File: config.mk
export PLATFORM = sky130hd
export DESIGN_NAME = rtc_regmap
export DESIGN_NICKNAME = d
export VERILOG_FILES = /design/src/shared/rtc_pkg.sv /design/src/logic/rtc_regmap.sv
export VERILOG_INCLUDE_DIRS = /design/src /design/src/shared
export SDC_FILE = /design/constraint.sdc
export NUM_CORES = 1
export LEC_CHECK = 0
export ABC_AREA = 1
export ABC_CLOCK_PERIOD_IN_PS = 3500
export BUFFER_PORTS_ARGS = -buffer_cell sky130_fd_sc_hd__buf_4
export CAP_MARGIN = 30
export CORE_MARGIN = 2
export CORE_UTILIZATION = 65
export DETAILED_ROUTE_END_ITERATION = 8
export PLACE_DENSITY = 0.83
export REMOVE_ABC_BUFFERS = 1
export SLEW_MARGIN = 20
export SYNTH_ARGS = -nofsm -noshare
export SYNTH_HDL_FRONTEND = slang
export SYNTH_SLANG_ARGS = --single-unit
File: constraint.sdc
create_clock -name clk -period 3.5 [get_ports clk]
set_input_delay 0.175 -clock clk [delete_from_list [all_inputs] [get_ports clk]]
set_output_delay 0.175 -clock clk [all_outputs]
set_load 0.005 [all_outputs]
File: src/shared/rtc_map.svh
// Purpose: Register offsets, field masks, bit positions and reset values
// Assumes: Sixteen byte-wide registers on a four-bit register address
// Notes: Masks mark the implemented bits of the time, date and alarm registers that have unused bits
`ifndef RTC_MAP_SVH
`define RTC_MAP_SVH
`define A_SEC 4'h0
`define A_MIN 4'h1
`define A_HOUR 4'h2
`define A_WDAY 4'h3
`define A_MDAY 4'h4
`define A_MON 4'h5
`define A_YEAR 4'h6
`define A_TRIM 4'h7
`define A_WAMIN 4'h8
`define A_WAHOUR 4'h9
`define A_WADAYS 4'ha
`define A_DAMIN 4'hb
`define A_DAHOUR 4'hc
`define A_UNUSED 4'hd
`define A_CTL1 4'he
`define A_CTL2 4'hf
`define M_MINSEC 8'h7f
`define M_HOUR 8'h3f
`define M_WDAY 8'h07
`define M_MDAY 8'h3f
`define M_MON 8'h9f
`define M_WADAYS 8'h7f
`define CTL_RESET 8'h00
`define B_WEEKLY_ALARM_ENABLE 7
`define B_DAILY_ALARM_ENABLE 6
`define B_HOUR24 5
`define B_SPARE_B 4
`define B_TEST 3
`define B_THRESHOLD_SELECT 7
`define B_VDET 6
`define B_XST 5
`define B_PON 4
`define B_SPARE_A 3
`define B_PERIODIC_FLAG 2
`define B_WEEKLY_ALARM_FLAG 1
`define B_DAILY_ALARM_FLAG 0
`define TICKS_PER_SEC_DEF 4
`endif

File: src/shared/rtc_pkg.sv
// Purpose: Types shared by the clock register map
// Assumes: Nothing beyond the map header
// Notes: Periodic select codes as stored in the low three control bits
`default_nettype none
package rtc_pkg;
  typedef enum logic [2:0] {
    PER_OFF = 3'h0,
    PER_LOW = 3'h1,
    PER_2HZ = 3'h2,
    PER_1HZ = 3'h3,
    PER_SEC = 3'h4,
    PER_MIN = 3'h5,
    PER_HOUR = 3'h6,
    PER_MONTH = 3'h7
  } periodic_mode_t;
endpackage
`default_nettype wire

File: src/logic/rtc_regmap.sv
// Purpose: Register map, BCD time and calendar, alarms and control bits
// Assumes: Register port driven by a serial engine on clk; pins are async
// Notes: One rising edge of tickPin is one sub-second step
`default_nettype none
`include "rtc_map.svh"
module rtc_regmap
  import rtc_pkg::*;
#(
  parameter int TICKS_PER_SEC = `TICKS_PER_SEC_DEF
) (
  input wire logic clk,
  input wire logic reset,
  input wire logic ce,
  input wire logic [3:0] regAddr,
  input wire logic regWrite,
  input wire logic [7:0] regWrData,
  output logic [7:0] regRdData,
  input wire logic tickPin,
  input wire logic powerUpPin,
  input wire logic oscHaltPin,
  input wire logic voltLowPin,
  output logic irqOutN
);
  // Refuse divider counts that the sub-second logic cannot serve
  if (TICKS_PER_SEC < 4 || TICKS_PER_SEC > 256 ||
      TICKS_PER_SEC % 4 != 0) begin : badTicks
    $error("TICKS_PER_SEC must be a multiple of 4 from 4 to 256");
  end

  localparam logic [7:0] TPS = 8'(TICKS_PER_SEC);
  localparam logic [7:0] HALF = 8'(TICKS_PER_SEC / 2);
  localparam logic [7:0] QUART = 8'(TICKS_PER_SEC / 4);

  logic [7:0] sec, min, hour, wday, mday, mon, year, trim;
  logic [7:0] waMin, waHour, waDays, daMin, daHour, ctl1, ctl2;
  logic [7:0] subCount;
  logic [2:0] tickSync;
  logic [1:0] pwrSync, haltSync, lowSync;
  logic secEvt, minEvt, hourEvt, monEvt;

  // BCD step of a packed byte
  function automatic logic [7:0] bcdInc(input logic [7:0] v);
    bcdInc = (v[3:0] == 4'h9) ? {v[7:4] + 4'h1, 4'h0} : v + 8'h01;
  endfunction

  // Two-stage synchronisers; the tick keeps a third stage for its edge
  always_ff @(posedge clk) begin
    if (reset) begin
      tickSync <= 3'h0;
      pwrSync <= 2'h0;
      haltSync <= 2'h0;
      lowSync <= 2'h0;
    end else if (ce) begin
      tickSync <= {tickSync[1:0], tickPin};
      pwrSync <= {pwrSync[0], powerUpPin};
      haltSync <= {haltSync[0], oscHaltPin};
      lowSync <= {lowSync[0], voltLowPin};
    end
  end

  // Only second stages, and the tick's third stage, feed logic; a first stage may still be settling
  wire tickEdge = tickSync[1] & ~tickSync[2];
  wire powerUp = pwrSync[1];
  wire oscHalt = haltSync[1];
  wire voltLow = lowSync[1];

  // Host write decode
  wire wrSec = regWrite && regAddr == `A_SEC;
  wire wrMin = regWrite && regAddr == `A_MIN;
  wire wrHour = regWrite && regAddr == `A_HOUR;
  wire wrWday = regWrite && regAddr == `A_WDAY;
  wire wrMday = regWrite && regAddr == `A_MDAY;
  wire wrMon = regWrite && regAddr == `A_MON;
  wire wrYear = regWrite && regAddr == `A_YEAR;
  wire wrTime = wrSec | wrMin | wrHour | wrWday | wrMday | wrMon | wrYear;
  wire wrCtl1 = regWrite && regAddr == `A_CTL1;
  wire wrCtl2 = regWrite && regAddr == `A_CTL2;
  wire power_up_flag = ctl2[`B_PON];

  // Sub-second divider; a seconds write restarts it
  wire lastSub = subCount == TPS - 8'h01;
  wire secStrobe = tickEdge && lastSub && !wrTime;

  // Rollover chain
  wire secWrap = sec == 8'h59;
  wire minWrap = secWrap && min == 8'h59;
  wire hour24 = ctl1[`B_HOUR24];
  wire [3:0] yTens = year[7:4];
  wire [3:0] yUnits = year[3:0];
  wire [6:0] yearBin = 7'({yTens, 3'h0} + {yTens, 1'h0} + {3'h0, yUnits});
  wire leap = yearBin[1:0] == 2'h0;
  wire [4:0] monNum = mon[4:0];
  wire short30 = monNum == 5'h04 || monNum == 5'h06 || monNum == 5'h09 ||
                 monNum == 5'h11;
  wire [7:0] monLen = (monNum == 5'h02) ? (leap ? 8'h29 : 8'h28) :
                      (short30 ? 8'h30 : 8'h31);
  wire hourWrap = hour24 ? hour == 8'h23 : hour == 8'h31;
  wire dayWrap = minWrap && hourWrap && mday == monLen;
  wire monWrap = dayWrap && monNum == 5'h12;
  wire yearWrap = monWrap && year == 8'h99;

  // Hour stepping in both modes, PM marker in bit 5
  wire [7:0] hour12Next = (hour == 8'h11) ? 8'h32 :
                          (hour == 8'h31) ? 8'h12 :
                          (hour == 8'h12) ? 8'h01 :
                          (hour == 8'h32) ? 8'h21 : bcdInc(hour);
  wire [7:0] hour24Next = hourWrap ? 8'h00 : bcdInc(hour);
  wire [7:0] hourNext = hour24 ? hour24Next : hour12Next;
  wire [7:0] wdayNext = (wday >= 8'h06) ? 8'h00 : wday + 8'h01;
  wire [7:0] mdayNext = (mday == monLen) ? 8'h01 : bcdInc(mday);
  wire [7:0] monInc = bcdInc(mon);
  wire [7:0] monNext = {mon[7] ^ yearWrap, 2'h0,
                        (monNum == 5'h12) ? 5'h01 : monInc[4:0]};

  // Divider and time counters; a host write replaces the count
  always_ff @(posedge clk) begin
    if (reset) begin
      subCount <= 8'h00;
      sec <= 8'h00;
      min <= 8'h00;
      hour <= 8'h12;
      wday <= 8'h00;
      mday <= 8'h01;
      mon <= 8'h01;
      year <= 8'h00;
    end else if (ce) begin
      if (wrSec)
        subCount <= 8'h00;
      else if (tickEdge)
        subCount <= lastSub ? 8'h00 : subCount + 8'h01;
      if (wrSec) sec <= regWrData & `M_MINSEC;
      else if (secStrobe) sec <= secWrap ? 8'h00 : bcdInc(sec);
      if (wrMin) min <= regWrData & `M_MINSEC;
      else if (secStrobe && secWrap) min <= minWrap ? 8'h00 : bcdInc(min);
      if (wrHour) hour <= regWrData & `M_HOUR;
      else if (secStrobe && minWrap) hour <= hourNext;
      if (wrWday) wday <= regWrData & `M_WDAY;
      else if (secStrobe && minWrap && hourWrap) wday <= wdayNext;
      if (wrMday) mday <= regWrData & `M_MDAY;
      else if (secStrobe && minWrap && hourWrap) mday <= mdayNext;
      if (wrMon) mon <= regWrData & `M_MON;
      else if (secStrobe && dayWrap) mon <= monNext;
      if (wrYear) year <= regWrData;
      else if (secStrobe && monWrap) year <= yearWrap ? 8'h00 : bcdInc(year);
    end
  end

  // Event pulses registered on the same edge as the counters move
  always_ff @(posedge clk) begin
    if (reset) begin
      secEvt <= 1'b0;
      minEvt <= 1'b0;
      hourEvt <= 1'b0;
      monEvt <= 1'b0;
    end else if (ce) begin
      secEvt <= secStrobe;
      minEvt <= secStrobe && secWrap;
      hourEvt <= secStrobe && minWrap;
      monEvt <= secStrobe && dayWrap;
    end
  end

  // Alarm stores; weekday alarm bit n selects weekday n
  always_ff @(posedge clk) begin
    if (reset) begin
      waMin <= 8'h00;
      waHour <= 8'h00;
      waDays <= 8'h00;
      daMin <= 8'h00;
      daHour <= 8'h00;
    end else if (ce && regWrite) begin
      if (regAddr == `A_WAMIN) waMin <= regWrData & `M_MINSEC;
      if (regAddr == `A_WAHOUR) waHour <= regWrData & `M_HOUR;
      if (regAddr == `A_WADAYS) waDays <= regWrData & `M_WADAYS;
      if (regAddr == `A_DAMIN) daMin <= regWrData & `M_MINSEC;
      if (regAddr == `A_DAHOUR) daHour <= regWrData & `M_HOUR;
    end
  end

  // Match is checked only at a new minute, gated by the enables
  wire wMatch = min == waMin && hour == waHour && waDays[wday[2:0]];
  wire dMatch = min == daMin && hour == daHour;
  wire wAlarmSet = minEvt && ctl1[`B_WEEKLY_ALARM_ENABLE] && wMatch;
  wire dAlarmSet = minEvt && ctl1[`B_DAILY_ALARM_ENABLE] && dMatch;
  periodic_mode_t perMode;
  assign perMode = periodic_mode_t'(ctl1[2:0]);
  wire perLevel = ctl1[2];
  wire perEvt = (perMode == PER_SEC && secEvt) ||
                (perMode == PER_MIN && minEvt) ||
                (perMode == PER_HOUR && hourEvt) ||
                (perMode == PER_MONTH && monEvt);

  // Host clears of sticky bits: writing 0 clears, writing 1 is ignored
  wire clrVdet = wrCtl2 && !regWrData[`B_VDET];
  wire clrPon = wrCtl2 && !regWrData[`B_PON];
  wire clrCtfg = wrCtl2 && !regWrData[`B_PERIODIC_FLAG];
  wire clrWafg = wrCtl2 && !regWrData[`B_WEEKLY_ALARM_FLAG];
  wire clrDafg = wrCtl2 && !regWrData[`B_DAILY_ALARM_FLAG];

  // Trim and control one; power-up flag holds them at zero while set
  always_ff @(posedge clk) begin
    if (reset) begin
      trim <= `CTL_RESET;
      ctl1 <= `CTL_RESET;
    end else if (ce) begin
      if (power_up_flag) begin
        trim <= `CTL_RESET;
        ctl1 <= `CTL_RESET;
      end else begin
        if (regWrite && regAddr == `A_TRIM) trim <= regWrData;
        if (wrCtl1) ctl1 <= regWrData;
      end
    end
  end

  // Control two; hardware events win over a clear in the same cycle
  always_ff @(posedge clk) begin
    if (reset) begin
      ctl2 <= `CTL_RESET;
      ctl2[`B_PON] <= 1'b1;
    end else if (ce) begin
      if (powerUp) ctl2[`B_PON] <= 1'b1;
      else if (clrPon) ctl2[`B_PON] <= 1'b0;
      if (oscHalt) ctl2[`B_XST] <= 1'b0;
      else if (wrCtl2) ctl2[`B_XST] <= regWrData[`B_XST];
      if (power_up_flag || powerUp) begin
        ctl2[`B_THRESHOLD_SELECT] <= 1'b0;
        ctl2[`B_VDET] <= 1'b0;
        ctl2[`B_SPARE_A] <= 1'b0;
        ctl2[2:0] <= 3'h0;
      end else begin
        if (wrCtl2) ctl2[`B_THRESHOLD_SELECT] <= regWrData[`B_THRESHOLD_SELECT];
        if (wrCtl2) ctl2[`B_SPARE_A] <= regWrData[`B_SPARE_A];
        if (voltLow) ctl2[`B_VDET] <= 1'b1;
        else if (clrVdet) ctl2[`B_VDET] <= 1'b0;
        if (perEvt) ctl2[`B_PERIODIC_FLAG] <= 1'b1;
        else if (clrCtfg) ctl2[`B_PERIODIC_FLAG] <= 1'b0;
        if (wAlarmSet) ctl2[`B_WEEKLY_ALARM_FLAG] <= 1'b1;
        else if (clrWafg) ctl2[`B_WEEKLY_ALARM_FLAG] <= 1'b0;
        if (dAlarmSet) ctl2[`B_DAILY_ALARM_FLAG] <= 1'b1;
        else if (clrDafg) ctl2[`B_DAILY_ALARM_FLAG] <= 1'b0;
      end
    end
  end

  // Periodic output; pulse modes fall with the seconds step
  wire lowHalf = subCount < HALF;
  wire lowQuarter = (subCount % HALF) < QUART;
  wire perLow = (perMode == PER_LOW) ||
                (perMode == PER_2HZ && lowQuarter) ||
                (perMode == PER_1HZ && lowHalf) ||
                (perLevel && ctl2[`B_PERIODIC_FLAG]);
  wire irqLow = perLow || (ctl1[`B_WEEKLY_ALARM_ENABLE] && ctl2[`B_WEEKLY_ALARM_FLAG]) ||
                (ctl1[`B_DAILY_ALARM_ENABLE] && ctl2[`B_DAILY_ALARM_FLAG]);

  // Read mux; location D and unused bits read zero
  logic [7:0] rdSel;
  always_comb begin
    case (regAddr)
      `A_SEC: rdSel = sec;
      `A_MIN: rdSel = min;
      `A_HOUR: rdSel = hour;
      `A_WDAY: rdSel = wday;
      `A_MDAY: rdSel = mday;
      `A_MON: rdSel = mon;
      `A_YEAR: rdSel = year;
      `A_TRIM: rdSel = trim;
      `A_WAMIN: rdSel = waMin;
      `A_WAHOUR: rdSel = waHour;
      `A_WADAYS: rdSel = waDays;
      `A_DAMIN: rdSel = daMin;
      `A_DAHOUR: rdSel = daHour;
      `A_CTL1: rdSel = ctl1;
      `A_CTL2: rdSel = ctl2;
      default: rdSel = 8'h00;
    endcase
  end

  // Registered read data and interrupt pin; pin idles high
  always_ff @(posedge clk) begin
    if (reset) begin
      regRdData <= 8'h00;
      irqOutN <= 1'b1;
    end else if (ce) begin
      regRdData <= rdSel;
      irqOutN <= !(irqLow && !power_up_flag);
    end
  end
endmodule
`default_nettype wire

== After elaboration in Yosys (flattened, before gate mapping) ==
Index checks and enable logic that the tools add are counted.
Cells by class
  add/sub/neg operators: 16
  magnitude comparators: 4
  equality and inequality tests: 47
  muxes and demuxes: 62
  bitwise operators: 9
  reduce and logical (&&, ||, !) cells: 106
Operator list (count)
  $mux W8: 37
  $pmux W8 S15: 1
  $add A8 B1 Y8 const B: 7
  $eq A4 B4 Y1 const B: 13
  $logic_and A1 B1 Y1: 45
  $reduce_and A2 Y1: 22
  $reduce_bool A2 Y1: 13
  $eq A8 B6 Y1: 3
  $eq A8 B6 Y1 const B: 3
  $add A4 B1 Y4 const B: 5
  $mux W1: 18
  $eq A4 B3 Y1 const B: 4
  $eq A8 B5 Y1 const B: 2
  $eq A8 B7 Y1: 2
  $eq A8 B7 Y1 const B: 2
  $mux W5: 3
  $eq A3 B3 Y1 const B: 4
  $logic_or A1 B1 Y1: 12
  $reduce_bool A3 Y1: 4
  $eq A5 B3 Y1 const B: 2
  $eq A5 B5 Y1 const B: 2
  $eq A4 B2 Y1 const B: 2
  $eq A8 B2 Y1 const B: 1
  $eq A8 B8 Y1 const B: 1
  23 further kinds: 36
Word-level totals
  flip-flop bits (word level): 143
  input port bits: 20
  output and inout port bits: 9

== Longest topological paths before layout ==
Gate-level depths: netlist of run 1.
  depth in word-level cells: 14
  mapped depth: 17

== Least setup slack after synthesis of run 1 ==
Ideal clock, no wire load.
  kind: reg-to-reg
  start: reg min[1]
  end: reg year[6]
  data arrival time: 1.799 ns
  data required time: 3.384 ns
  slack: 1.585 ns
  cell stages (with the launch flop): 15
  clock period less this slack: 1.915 ns
  cells stage by stage: dfxtp_1 -> clkbuf_1 -> inv_1 -> ha_1 -> nand2_1 -> nor2_4 -> nand2_1 -> nor2_2 -> nand2_1 -> nor2_4 -> nand4_1 -> nand2_2 -> inv_2 -> nor2_1 -> nor2_1
Between the ends
  cells in the longest elaborated chain, start to end: 9
  elaborated cells on any way between the ends: 12
  classes of those cells: eq/ne: 1; mux: 3; reduce/logical: 8
Ends and longest elaborated chain
  start: declaration: RTL line rtc_regmap.sv:34  | logic [7:0] sec, min, hour, wday, mday, mon, year, trim;
  start signal: assignment: RTL line rtc_regmap.sv:133  | if (wrMin) min <= regWrData & `M_MINSEC;
  start signal: assignment: RTL line rtc_regmap.sv:134  | else if (secStrobe && secWrap) min <= minWrap ? 8'h00 : bcdInc(min);
  $eq A8 B7 Y1 *: RTL line rtc_regmap.sv:86  | wire minWrap = secWrap && min == 8'h59;
  $logic_and A1 B1 Y1 *: RTL line rtc_regmap.sv:86
  $logic_and A1 B1 Y1 * (2 in series): RTL line rtc_regmap.sv:98  | wire dayWrap = minWrap && hourWrap && mday == monLen;
  $logic_and A1 B1 Y1 *: RTL line rtc_regmap.sv:99  | wire monWrap = dayWrap && monNum == 5'h12;
  $logic_and A1 B1 Y1: RTL line rtc_regmap.sv:100  | wire yearWrap = monWrap && year == 8'h99;
  $mux W8 (2 in series): RTL line rtc_regmap.sv:144  | else if (secStrobe && monWrap) year <= yearWrap ? 8'h00 : bcdInc(year);
  $mux W8: RTL line rtc_regmap.sv:143  | if (wrYear) year <= regWrData;
  end signal: assignment: RTL line rtc_regmap.sv:143
  end signal: assignment: RTL line rtc_regmap.sv:144
  end: declaration: RTL line rtc_regmap.sv:34
Mark *: on every way between the ends. The rest lies on a longest branch, timed or not. The select of a mux whose other input is x is not followed.
A chain may end at the register's enable or synchronous reset.

== Final worst setup path of run 1 ==
  start: reg sec[0]
  end: reg mday[3]
Between the ends
  cells in the longest elaborated chain, start to end: 6
Ends and longest elaborated chain
  start: declaration: RTL line rtc_regmap.sv:34
  start signal: assignment: RTL line rtc_regmap.sv:131  | if (wrSec) sec <= regWrData & `M_MINSEC;
  start signal: assignment: RTL line rtc_regmap.sv:132  | else if (secStrobe) sec <= secWrap ? 8'h00 : bcdInc(sec);
  $eq A8 B7 Y1: RTL line rtc_regmap.sv:85  | wire secWrap = sec == 8'h59;
  $logic_and A1 B1 Y1: RTL line rtc_regmap.sv:86
  $logic_and A1 B1 Y1 (2 in series): RTL line rtc_regmap.sv:140  | else if (secStrobe && minWrap && hourWrap) mday <= mdayNext;
  $reduce_bool A2 Y1 (no source line)
  $reduce_and A2 Y1 (no source line)
  end signal: assignment: RTL line rtc_regmap.sv:139  | if (wrMday) mday <= regWrData & `M_MDAY;
  end signal: assignment: RTL line rtc_regmap.sv:140
  end: declaration: RTL line rtc_regmap.sv:34
Every way passes these cells.

==> results of run 1 <==
-- placed cells by master, fill, tap and decap left out, drive strengths merged, types with 3 or more instances in the layout --
master       Yosys  layout
o21ai          125     125
clkbuf          33      21
a211oi          10      10
a221oi           8       8
nand3           72      72
nor2           135     135
xor2            18      18
clkinv           2       6
ha              21      21
nor3            22      22
dfxtp          141     141
nand2          255     255
o221ai           3       3
nor4             6       6
bufinv           0       4
a21oi          148     148
dlygate4sd3      0       4
o211ai          13      13
o2111ai          5       5
a31oi            5       5
buf             11      35
xnor2            9       9
nand4           19      19
o22ai           27      27
inv            169     171
-- per-layer routing --
| layer | GRT usage | share of wire | up-vias |
|---|---|---|---|
| li1 | - | - | 4321 |
| met1 | 0.532 | 0.38 | 4230 |
| met2 | 0.658 | 0.44 | 688 |
| met3 | 0.105 | 0.12 | 154 |
| met4 | 0.252 | 0.061 | 0 |
| met5 | 0 | 0 | - |
-- what timing repair did --
| item | 4_1_cts | 5_1_grt |
|---|---|---|
| hold buffers | 4 | 0 |
| hold endpoints to repair | 4 | 0 |
| setup endpoints to repair | 0 | 0 |
-- area by class of cell --
type                            instances  area (um^2)  share of cell area
Inverter                              171          642              0.0679
Multi-Input combinational cell        921         4810               0.509
Sequential cell                       141         2820               0.299
Clock inverter                         11          183              0.0193
Timing Repair Buffer                   39          323              0.0341
Clock buffer                           21          460              0.0487
Tap cell                              172          215              0.0228
-- stage by stage --
step / area [um^2] / hold slack [ns] / std cells / power [mW]
after floorplan: 8270 / 0.237 / 1233 / 1.81
after global placement: 8740 / 0.396 / 1439 / 1.93
after detailed placement: 8740 / 0.403 / 1439 / 1.94
after CTS: 9430 / 0.0276 / 1475 / 3.89
after global routing: 9450 / 0.0335 / 1476 / 3.99
final: 9450 / 0.0361 / 1476 / 3.93
-- worst register-to-register path: cells and delay by family, from the launching register on --
kind            cells  cell delay, ns
buf+inv             1            0.07
compound gates      1            0.07
fa+ha+maj           1            0.19
simple gates        9            1.56
flops               1            0.46
-- power breakdown --
| group | switching (mW) | internal (mW) |
|---|---|---|
| clock | 0.760 | 1.24 |
| combinational | 0.199 | 0.0756 |
| sequential | 0.0222 | 1.63 |
-- kinds of logic after synthesis --
family / synth area share
adders and majority gates: 0.0311
and+or+nand+nor: 0.273
AOI/OAI and AO/OA: 0.235
xor gates and xnor gates: 0.0280
buffers and inverters: 0.0975
muxes: 0.00118
DFF: 0.334
-- worst paths after layout --
check / startpoint / endpoint / slack [ns] / cells after the start
hold reg to reg: trim[1]$_SDFFE_PP0P_ / trim[1]$_SDFFE_PP0P_ / 0.46 / 2
hold / removal: reset / regRdData[3]$_SDFFE_PP0P_ / 0.04 / 2
setup reg to reg: sec[0]$_SDFFE_PP0P_ / mday[3]$_SDFFE_PP0P_ / 1.04 / 12
setup / recovery: sec[0]$_SDFFE_PP0P_ / mday[3]$_SDFFE_PP0P_ / 1.04 / 12
==> impl_results.md, run 1 <==
- Outcome: finished, final reports clean
- H-tree level count: 4
- Antenna Cells: 0
- Final Max Tran Viols: 0
- Net count reported at finish: 1332
- Max-slew headroom: 0.589
- Max VDD drop: 0.000373 V
- Number of global-route vias before repair: 8850
- Clk_lat worst skew: 0.44 ns
- Wire length per cell: 19.8 um
- Worst-path clk slew: 0.06 ns
- Initial Utilization: 0.667
- Avg Inst Size Synth: 6.62 um^2
- Setup WS post-layout: 1.04 ns
- Crit path launch type: flop
- Crit-path max FO: 11
- Die span in y: 118 um
- Final WL: 29200 um
- Vias per std cell: 6.36
- Critical Path Slowest Stage Cell: dfxtp_1
- GRT Util Overall: 0.424
- Post-layout min period: 2.46 ns
- Final core occ: 0.746
- Port buffer count: 28
- Core area: 12700 um^2
- Worst stage delay on the critical path: 0.46 ns
- DIE AREA: 13900 um^2
- Sequential fraction of the synthesis area: 0.334
- Tcrit/Tclk final: 0.702
- Initial antenna violation count: 0
- Hpwl dp: 20600 um
- IO Pins: 29
- Netlist cell types: 51
- Grt ovf: 0
- Post-Syn Instances: 1277
- Drt pass-1 iters: 6
- Worst Path Required: 3.82 ns
- Post-route ant nets: 0
- EDFF count, synth: 0
- Most used cell, CP: nand2_1
- First-pass GRT wire length: 46400 um
- Leakage: 3.74 nW
- Synth warn: 0
- Synth Cell Area: 8450 um^2
- Root Buffer: clkbuf_16
- RePlAce Congestion: 1.00
- Setup violations, final: 0
- Pre-CTS setup slack: 1.14 ns
- Layout overhead on the synthesized area: 11.8%
- Final hold violation count: 0
- Crit Path Class: flop to flop
- Largest net degree at the start of global routing: 67
- Worst-path cell chain: ha_1, nand2_1, nor2_4, nand4_1, nor2_2, inv_1, nor2_2, nand2_2, nand2_1, nand2_1, nor2_1, a21oi_2
- PwrDens: 415 nW/um^2
- Crit. End Element: flop
- Synth top area share: 0.334
- Dominant cell type by area after synthesis: dfxtp_1
- Clock sinks: 141
- Die Span X: 118 um
- Via count: 9393
- Rows: 41
- Most common cell in the netlist: nand2_1
- Fmax: 407 MHz
- Most instantiated cells after synthesis: 245 x nand2_1, 154 x inv_1, 143 x a21oi_1
- Top FF cell, synth: dfxtp_1
- CP bufs+invs: 1
- Buffer levels on the longest clock path: 2
- DR DRC count: 0
- Flop and latch count out of synthesis: 141
- Number of fill cells in the layout: 1046
- Final setup TNS: 0 ns
- Crit path arrival time: 2.77 ns
- Max_cap viols: 0
- CTS resizes: 0
- Synth async-reset ratio: 0
- Unrepaired setup endpoints after global routing: false
- Cell family with most CP delay: simple AND/OR/NAND/NOR gates
- Share of cells above drive strength 1: 0.0951
- Iteration-0 DRC Markers: 1275
- Slew of the pin with the lowest slew margin: 0.613 ns
- Setup Buffers After CTS: 0
- Total CTS buffers: 17
- Ranking of synthesized cells by area: dfxtp_1 33%, nand2_1 11%, a21oi_1 8.5%
- CTS tree: done
- Clk_skew: 0.00683 ns
- Hold WC Path Type: input port to flop
No activity file was read; power rests on OpenSTA's default activity.
==> run 2, diff against run 1 <==
ABC_AREA = 0   (was 1)
ABC_CLOCK_PERIOD_IN_PS = 2300   (was 3500)
CORE_UTILIZATION = 63   (was 65)
PLACE_DENSITY = 0.81   (was 0.83)
clock period = 2.3 ns   (was 3.5 ns; I/O delays follow)
==> run 2 against run 1 <==
Effect of this change:
- the flow now finishes with violations (setup timing)
- register-to-register slack worse by 1.1 ns
- sequential share of layout area is 3.7 points lower
- count of clock-buffer cells in the layout down 2
- global-route usage decreased by 2.0 points
- largest power group unchanged
- combinational power up 82%
- synthesized cell count shrank 11%
- worst setup slack got worse by 1.1 ns
- routed wire length up 3.8%
- cell area increased by 15%
- die area increased by 9.2%
- largest cell class unchanged
- sequential power increased by 50%
- critical path type unchanged
- core utilization grew 3.4 points
==> impl_results.md, run 2 <==
- Post-Synth XOR/XNOR Area: 0.0390 (was 0.0280)
- Net count reported at finish: 1252 (was 1332)
- Largest net degree at the start of global routing: 66 (was 67)
- Iteration-0 DRC Markers: 1466 (was 1275)
- Share of cells above drive strength 1: 0.199 (was 0.0951)
- Die Span X: 123 um (was 118 um)
- Outcome: finished with violations (was finished, final reports clean)
- Post-route ant nets: 0 (unchanged)
- Flop and latch count out of synthesis: 141 (unchanged)
- GRT Util Overall: 0.403 (was 0.424)
- EDFF count, synth: 0 (unchanged)
- GR peak layer: met2 (unchanged)
- Hold WC Path Type: input port to flop (unchanged)
- H-tree level count: 4 (unchanged)
- Leakage: 4.05 nW (was 3.74 nW)
- Worst Path Required: 2.60 ns (was 3.82 ns)
- Synth top area share: 0.314 (was 0.334)
- Drt pass-1 iters: 7 (was 6)
- Worst-path clk slew: 0.06 ns (about the same)
- Final WL: 30300 um (was 29200 um)
- Sequential fraction of the synthesis area: 0.314 (was 0.334)
- RePlAce Congestion: 1.05 (was 1.00)
- Dpl cells: 1359 (was 1439)
- Most instantiated cells after synthesis: 141 x dfxtp_1, 122 x nor2_1, 102 x nand2_1 (was 245 x nand2_1, 154 x inv_1, 143 x a21oi_1)
- Synth Area in Compound Gates: 0.240 (was 0.235)
- Clk_lat worst skew: 0.44 ns (about the same)
- CTS tree: done (unchanged)
- Crit path arrival time: 2.63 ns (was 2.77 ns)
- Buffer levels on the longest clock path: 2 (unchanged)
- Total CTS buffers: 17 (unchanged)
- Worst stage delay on the critical path: 0.32 ns (was 0.46 ns)
- Max-slew headroom: 0.541 (was 0.589)
- Rows: 43 (was 41)
- Clock sinks: 141 (unchanged)
- Post-layout min period: 2.33 ns (was 2.46 ns)
- Post-Syn Instances: 1132 (was 1277)
- DIE AREA: 15200 um^2 (was 13900 um^2)
- Unrepaired setup endpoints after global routing: true (was false)
- Avg Inst Size Synth: 7.93 um^2 (was 6.62 um^2)
- Slew of the pin with the lowest slew margin: 0.681 ns (was 0.613 ns)
- Pre-CTS setup slack: -0.130 ns (was 1.14 ns)
- Wire length per cell: 21.6 um (was 19.8 um)
- Multiplexer share of the synthesized area: 0.0790 (was 0.00118)
- Vias per std cell: 6.84 (was 6.36)
- First-pass GRT wire length: 47300 um (was 46400 um)
- Non-filler instance count after layout: 1403 (was 1476)
- Core area: 13900 um^2 (was 12700 um^2)
- Grt ovf: 0 (unchanged)
- Root Buffer: clkbuf_16 (unchanged)
- Dominant cell type by area after synthesis: dfxtp_1 (unchanged)
- Crit path launch type: flop (unchanged)
- Crit. End Element: flop (unchanged)
- Crit Path Class: flop to flop (unchanged)
- Antenna Cells: 0 (unchanged)
- Setup violations, final: 3 (was 0)
- Port buffer count: 28 (unchanged)
- Ranking of synthesized cells by area: dfxtp_1 31%, mux2i_1 6.0%, nor2_1 5.1% (was dfxtp_1 33%, nand2_1 11%, a21oi_1 8.5%)
- Crit-path max FO: 6 (was 11)
- Max VDD drop: 0.000523 V (was 0.000373 V)
- Initial Utilization: 0.647 (was 0.667)
- Commonest non-fill, non-tap cell in the layout: buf_4 (was nand2_1)
- Die span in y: 123 um (was 118 um)
- Via count: 9593 (was 9393)
- Max_cap viols: 0 (unchanged)
- Netlist cell types: 83 (was 51)
- CP bufs+invs: 3 (was 1)
- Hpwl dp: 20500 um (was 20600 um)
- Commonest cells after routing, fill and taps aside: 139 x buf_4, 136 x dfxtp_1, 121 x nor2_1 (was 245 x nand2_1, 153 x inv_1, 143 x a21oi_1)
- PwrDens: 522 nW/um^2 (was 415 nW/um^2)
- Final hold violation count: 0 (unchanged)
- Top FF cell, synth: dfxtp_1 (unchanged)
- GR Util met3: 0.0982 (was 0.105)
- Tcrit/Tclk final: 1.01 (was 0.702)
- IO Pins: 29 (unchanged)
- Simple-Gate Fraction of Synth Area: 0.245 (was 0.273)
- Initial antenna violation count: 0 (unchanged)
- Final Max Tran Viols: 0 (unchanged)
- Adder-Cell Fraction of Synth Area: 0.0293 (was 0.0311)
- Clk_skew: 0.0103 ns (was 0.00683 ns)
- DR DRC count: 0 (unchanged)
- Main combinational cell family by area after synthesis: simple AND/OR/NAND/NOR gates (unchanged)
- Critical Path Slowest Stage Cell: dfxtp_2 (was dfxtp_1)
- Layout overhead on the synthesized area: 20.6% (was 11.8%)
- Most common cell in the netlist: dfxtp_1 (was nand2_1)
- Fmax: 430 MHz (was 407 MHz)
- GRT met1 Usage: 0.516 (was 0.532)
- Setup WS post-layout: -0.0254 ns (was 1.04 ns)
- Worst-path cell chain: inv_2, ha_4, and3b_2, nand4_4, buf_6, or2_4, nand4b_1, buf_4, o211ai_1, a21oi_1 (was ha_1, nand2_1, nor2_4, nand4_1, nor2_2, inv_1, nor2_2, nand2_2, nand2_1, nand2_1, nor2_1, a21oi_2)
- Number of global-route vias before repair: 8934 (was 8850)
- Synth async-reset ratio: 0 (unchanged)
- Cell family with most CP delay: simple AND/OR/NAND/NOR gates (unchanged)
- Failing checks: setup timing
- Met2 Use GR: 0.632 (was 0.658)
- Synth warn: 0 (unchanged)
- Synth Cell Area: 8980 um^2 (was 8450 um^2)
-- run 2: power breakdown --
group | internal, mW | switching, mW | total, mW
Combinational | 0.167 | 0.332 | 0.500
Clock | 1.54 | 1.12 | 2.67
Sequential | 2.46 | 0.0201 | 2.48
-- run 2: worst paths after layout --
check | slack, ns | cells after the start | startpoint | end
min reg2reg | 0.46 | 2 | regRdData[1]$_SDFFE_PP0P_ | regRdData[1]$_SDFFE_PP0P_
max reg2reg | -0.03 | 10 | min[1]$_SDFFE_PP0P_ | year[6]$_SDFFE_PP0P_
max | -0.03 | 10 | min[1]$_SDFFE_PP0P_ | year[6]$_SDFFE_PP0P_
min | 0.02 | 2 | reset | subCount[5]$_SDFFE_PP0P_
-- run 2: area by class of cell --
| type | instances | area, um^2 |
|---|---|---|
| multi-input cells | 872 | 5870 |
| fillers | 999 | 3060 |
| flip-flops and latches | 141 | 2830 |
| repair buffers | 152 | 1240 |
| clock buffers | 19 | 453 |
| well taps | 180 | 225 |
| clock inverters | 12 | 113 |
| inverters | 27 | 101 |
-- run 2: cells by family (layout without fill, tap and decap cells) --
| group | after synthesis | after routing |
|---|---|---|
| simple gates | 430 | 430 |
| compound gates | 314 | 314 |
| flops | 141 | 141 |
| buf+inv | 119 | 210 |
| mux | 67 | 67 |
| xor+xnor | 40 | 40 |
| fa+ha+maj | 21 | 21 |
-- run 2: metal layers --
metal / up-vias / share of wire
li1: 4324 / -
met1: 4484 / 0.39
met2: 630 / 0.45
met3: 155 / 0.11
met4: 0 / 0.055
met5: - / 0
-- run 2: repair_timing --
item                                    4_1_cts  5_1_grt
buffers inserted                              3        5
pin swaps                                     3       10
hold endpoints to repair                      5        0
endpoints found under the setup margin       28       28
cloned                                        0        0
resized for setup                            13       32
hold buffers                                  5        0
-- run 2: stage by stage --
step           utilization  setup TNS (ns)  total power, mW  hold slack, ns  instance area [um^2]
6_report             0.780         -0.0310             5.65          0.0155                 10800
5_1_grt              0.780          -0.599             5.78         0.00237                 10800
4_1_cts              0.767         -0.0732             5.63         0.00219                 10600
3_5_place_dp         0.716           -1.33             3.00           0.363                  9940
3_3_place_gp         0.716          -0.169             3.00           0.355                  9940
2_1_floorplan            -           -1.48             2.71           0.184                  8600
==> run 3, diff against run 2 <==
CORE_MARGIN = 1.5   (was 2)
TNS_END_PERCENT = 5   (was not set)
==> run 3 against run 2 <==
Effect of this change:
- the run still ends with setup timing left
- sequential cell count did not move
- combinational power rose by 2%
- count of clock-buffer cells in the layout fell by 2
- first-iteration DRC count rose by 5.3%
- largest cell class unchanged
==> impl_results.md, run 3 (synthesis gave the netlist of run 2 again) <==
- Outcome: finished with violations (unchanged)
- Failing checks: setup timing (unchanged)
- Commonest cells after routing, fill and taps aside: 147 x buf_4, 135 x dfxtp_1, 122 x nor2_1 (was 139 x buf_4, 136 x dfxtp_1, 121 x nor2_1)
- Non-filler instance count after layout: 1409 (was 1403)
- Crit-path max FO: 8 (was 6)
- Final core occ: 0.778 (was 0.780)
- CTS tree: done (unchanged)
- CP bufs+invs: 1 (was 3)
- Total CTS buffers: 17 (unchanged)
- Net count reported at finish: 1257 (was 1252)
- Largest net degree at the start of global routing: 38 (was 66)
- Final hold violation count: 0 (unchanged)
- Final WL: 30800 um (was 30300 um)
- Crit path launch type: flop (unchanged)
- Clk_skew: 0.00613 ns (was 0.0103 ns)
- RePlAce Congestion: 1.04 (was 1.05)
- Setup violations, final: 1 (was 3)
- Root Buffer: clkbuf_16 (unchanged)
- Unrepaired setup endpoints after global routing: true (unchanged)
- Worst-path clk slew: 0.06 ns (about the same)
- Critical Path Slowest Stage Cell: or4b_1 (was dfxtp_2)
- Hold Path Cell Cnt: 3 (was 2)
- DR DRC count: 0 (unchanged)
- Worst-path cell chain: buf_4, or4b_1, o211ai_2, a32oi_4, a21oi_4, or4b_4, a31oi_1 (was inv_2, ha_4, and3b_2, nand4_4, buf_6, or2_4, nand4b_1, buf_4, o211ai_1, a21oi_1)
- Setup WS post-layout: -0.0469 ns (was -0.0254 ns)
- Buffer levels on the longest clock path: 2 (unchanged)
- H-tree level count: 4 (unchanged)
- Hpwl dp: 20600 um (was 20500 um)
- Tcrit/Tclk final: 1.02 (was 1.01)
- Pre-CTS setup slack: -0.0945 ns (was -0.130 ns)
- Max VDD drop: 0.000587 V (was 0.000523 V)
- Cell family with most CP delay: simple AND/OR/NAND/NOR gates (unchanged)
- DIE AREA: 15000 um^2 (was 15200 um^2)
- Worst stage delay on the critical path: 0.54 ns (was 0.32 ns)
- Rows: 43 (unchanged)
- Max_cap viols: 0 (unchanged)
- Via count: 9592 (was 9593)
- Crit path arrival time: 2.71 ns (was 2.63 ns)
- Clock sinks: 141 (unchanged)
- Commonest non-fill, non-tap cell in the layout: buf_4 (unchanged)
- Hold WC Path Type: input port to flop (unchanged)
- Grt ovf: 0 (unchanged)
- Worst flop-to-flop path endpoint: mday[6]$_SDFFE_PP0P_ (was year[6]$_SDFFE_PP0P_)
- Wire length per cell: 21.9 um (was 21.6 um)
- Leakage: 4.06 nW (was 4.05 nW)
- GRT Util Overall: 0.408 (was 0.403)
- Core area: 13900 um^2 (unchanged)
- PwrDens: 546 nW/um^2 (was 522 nW/um^2)
- Initial antenna violation count: 0 (unchanged)
- Worst flop-to-flop path startpoint: mon[0]$_SDFFE_PP1P_ (was min[1]$_SDFFE_PP0P_)
- Hold Startpoint: regWrData[6] (was reset)
- Port buffer count: 28 (unchanged)
- Fmax: 426 MHz (was 430 MHz)
- Die span in y: 122 um (was 123 um)
- Initial Utilization: 0.647 (unchanged)
- Share of cells above drive strength 1: 0.194 (was 0.199)
- IO Pins: 29 (unchanged)
- Number of global-route vias before repair: 8617 (was 8934)
- Hold Path End: waDays[6]$_SDFFE_PP0P_ (was subCount[5]$_SDFFE_PP0P_)
- Crit. End Element: flop (unchanged)
- Worst Path Required: 2.66 ns (was 2.60 ns)
- Slew of the pin with the lowest slew margin: 0.714 ns (was 0.681 ns)
- Final instance area: 10800 um^2 (about the same)
- Dpl cells: 1362 (was 1359)
- Iteration-0 DRC Markers: 1543 (was 1466)
- Clk_lat worst skew: 0.44 ns (about the same)
- Max-slew headroom: 0.519 (was 0.541)
- Final setup TNS: -0.0469 ns (was -0.0310 ns)
- Drt pass-1 iters: 6 (was 7)
- Die Span X: 122 um (was 123 um)
- R2r setup slk: -0.05 ns (was -0.03 ns)
- First-pass GRT wire length: 46800 um (was 47300 um)
- Post-route ant nets: 0 (unchanged)
- Antenna Cells: 0 (unchanged)
- Vias per std cell: 6.81 (was 6.84)
- Placed cell area: 9900 um^2 (was 9940 um^2)
- Final Max Tran Viols: 0 (unchanged)
- Depth of the most critical reg-to-reg path: 7 (was 10)
- Layout overhead on the synthesized area: 20.3% (was 20.6%)
- Post-layout min period: 2.35 ns (was 2.33 ns)
- Crit Path Class: flop to flop (unchanged)
==> run 3: cell types whose count changed in the layout (fill, tap and decap cells not counted), sizes merged <==
cell	change
bufinv	+2
inv	+2
clkbuf	-2
buf	+5
clkinvlp	-1
==> run 3: worst max path at each step <==
stage | start | to | slack [ns] | cells after the start
after global placement | mon[3]$_SDFFE_PP0P_ | mon[7]$_SDFFE_PP0P_ | -0.06 | 8
after detailed placement | min[0]$_SDFFE_PP0P_ | wday[7]$_SDFFE_PP0P_ | -0.09 | 8
final | mon[0]$_SDFFE_PP1P_ | mday[6]$_SDFFE_PP0P_ | -0.05 | 7
after CTS | mon[0]$_SDFFE_PP1P_ | mday[6]$_SDFFE_PP0P_ | -0.04 | 7
after global routing | mon[0]$_SDFFE_PP1P_ | mday[6]$_SDFFE_PP0P_ | -0.09 | 7
after floorplan | hour[4]$_SDFFE_PP1P_ | wday[7]$_SDFFE_PP0P_ | -0.21 | 8
==> run 3: repair_timing <==
action | 4_1_cts | 5_1_grt
buffers inserted | 0 | 10
gates resized for setup | 3 | 32
hold buffers | 5 | 0
setup endpoints to repair | 12 | 30
pin swaps | 0 | 21
hold endpoints to repair | 5 | 0
==> run 3: worst register-to-register path: stages (launching register included) <==
cell	delay (ns)
dfxtp_2	0.34
buf_4	0.14
or4b_1	0.54
o211ai_2	0.24
a32oi_4	0.13
a21oi_4	0.24
or4b_4	0.49
a31oi_1	0.15
==> run 3: metal layers <==
metal  global-route usage  share of wire
met1                0.522           0.38
met2                0.626           0.44
met3                0.102           0.11
met4                0.234          0.064
met5                    0              0
==> run 3: final cells by class <==
cell class                      count  area, um^2
Multi-Input combinational cell    872        5820
Clock buffer                       17         425
Sequential cell                   141        2830
Tap cell                          180         225
Fill cell                         974        3080
Timing Repair Buffer              157        1220
Inverter                           27         101
Clock inverter                     15         184
==> run 3: through the flow <==
| step | hold WS [ns] | total power, mW |
|---|---|---|
| 2_1_floorplan | 0.184 | 2.71 |
| 3_3_place_gp | 0.347 | 3.00 |
| 3_5_place_dp | 0.363 | 3.01 |
| 4_1_cts | 0.0301 | 5.86 |
| 5_1_grt | 0.0656 | 6.01 |
| 6_report | 0.0389 | 5.90 |
==> run 3: report_power, final <==
group | switching (mW) | internal, mW
clock network | 1.18 | 1.72
registers | 0.0196 | 2.46
logic | 0.340 | 0.170
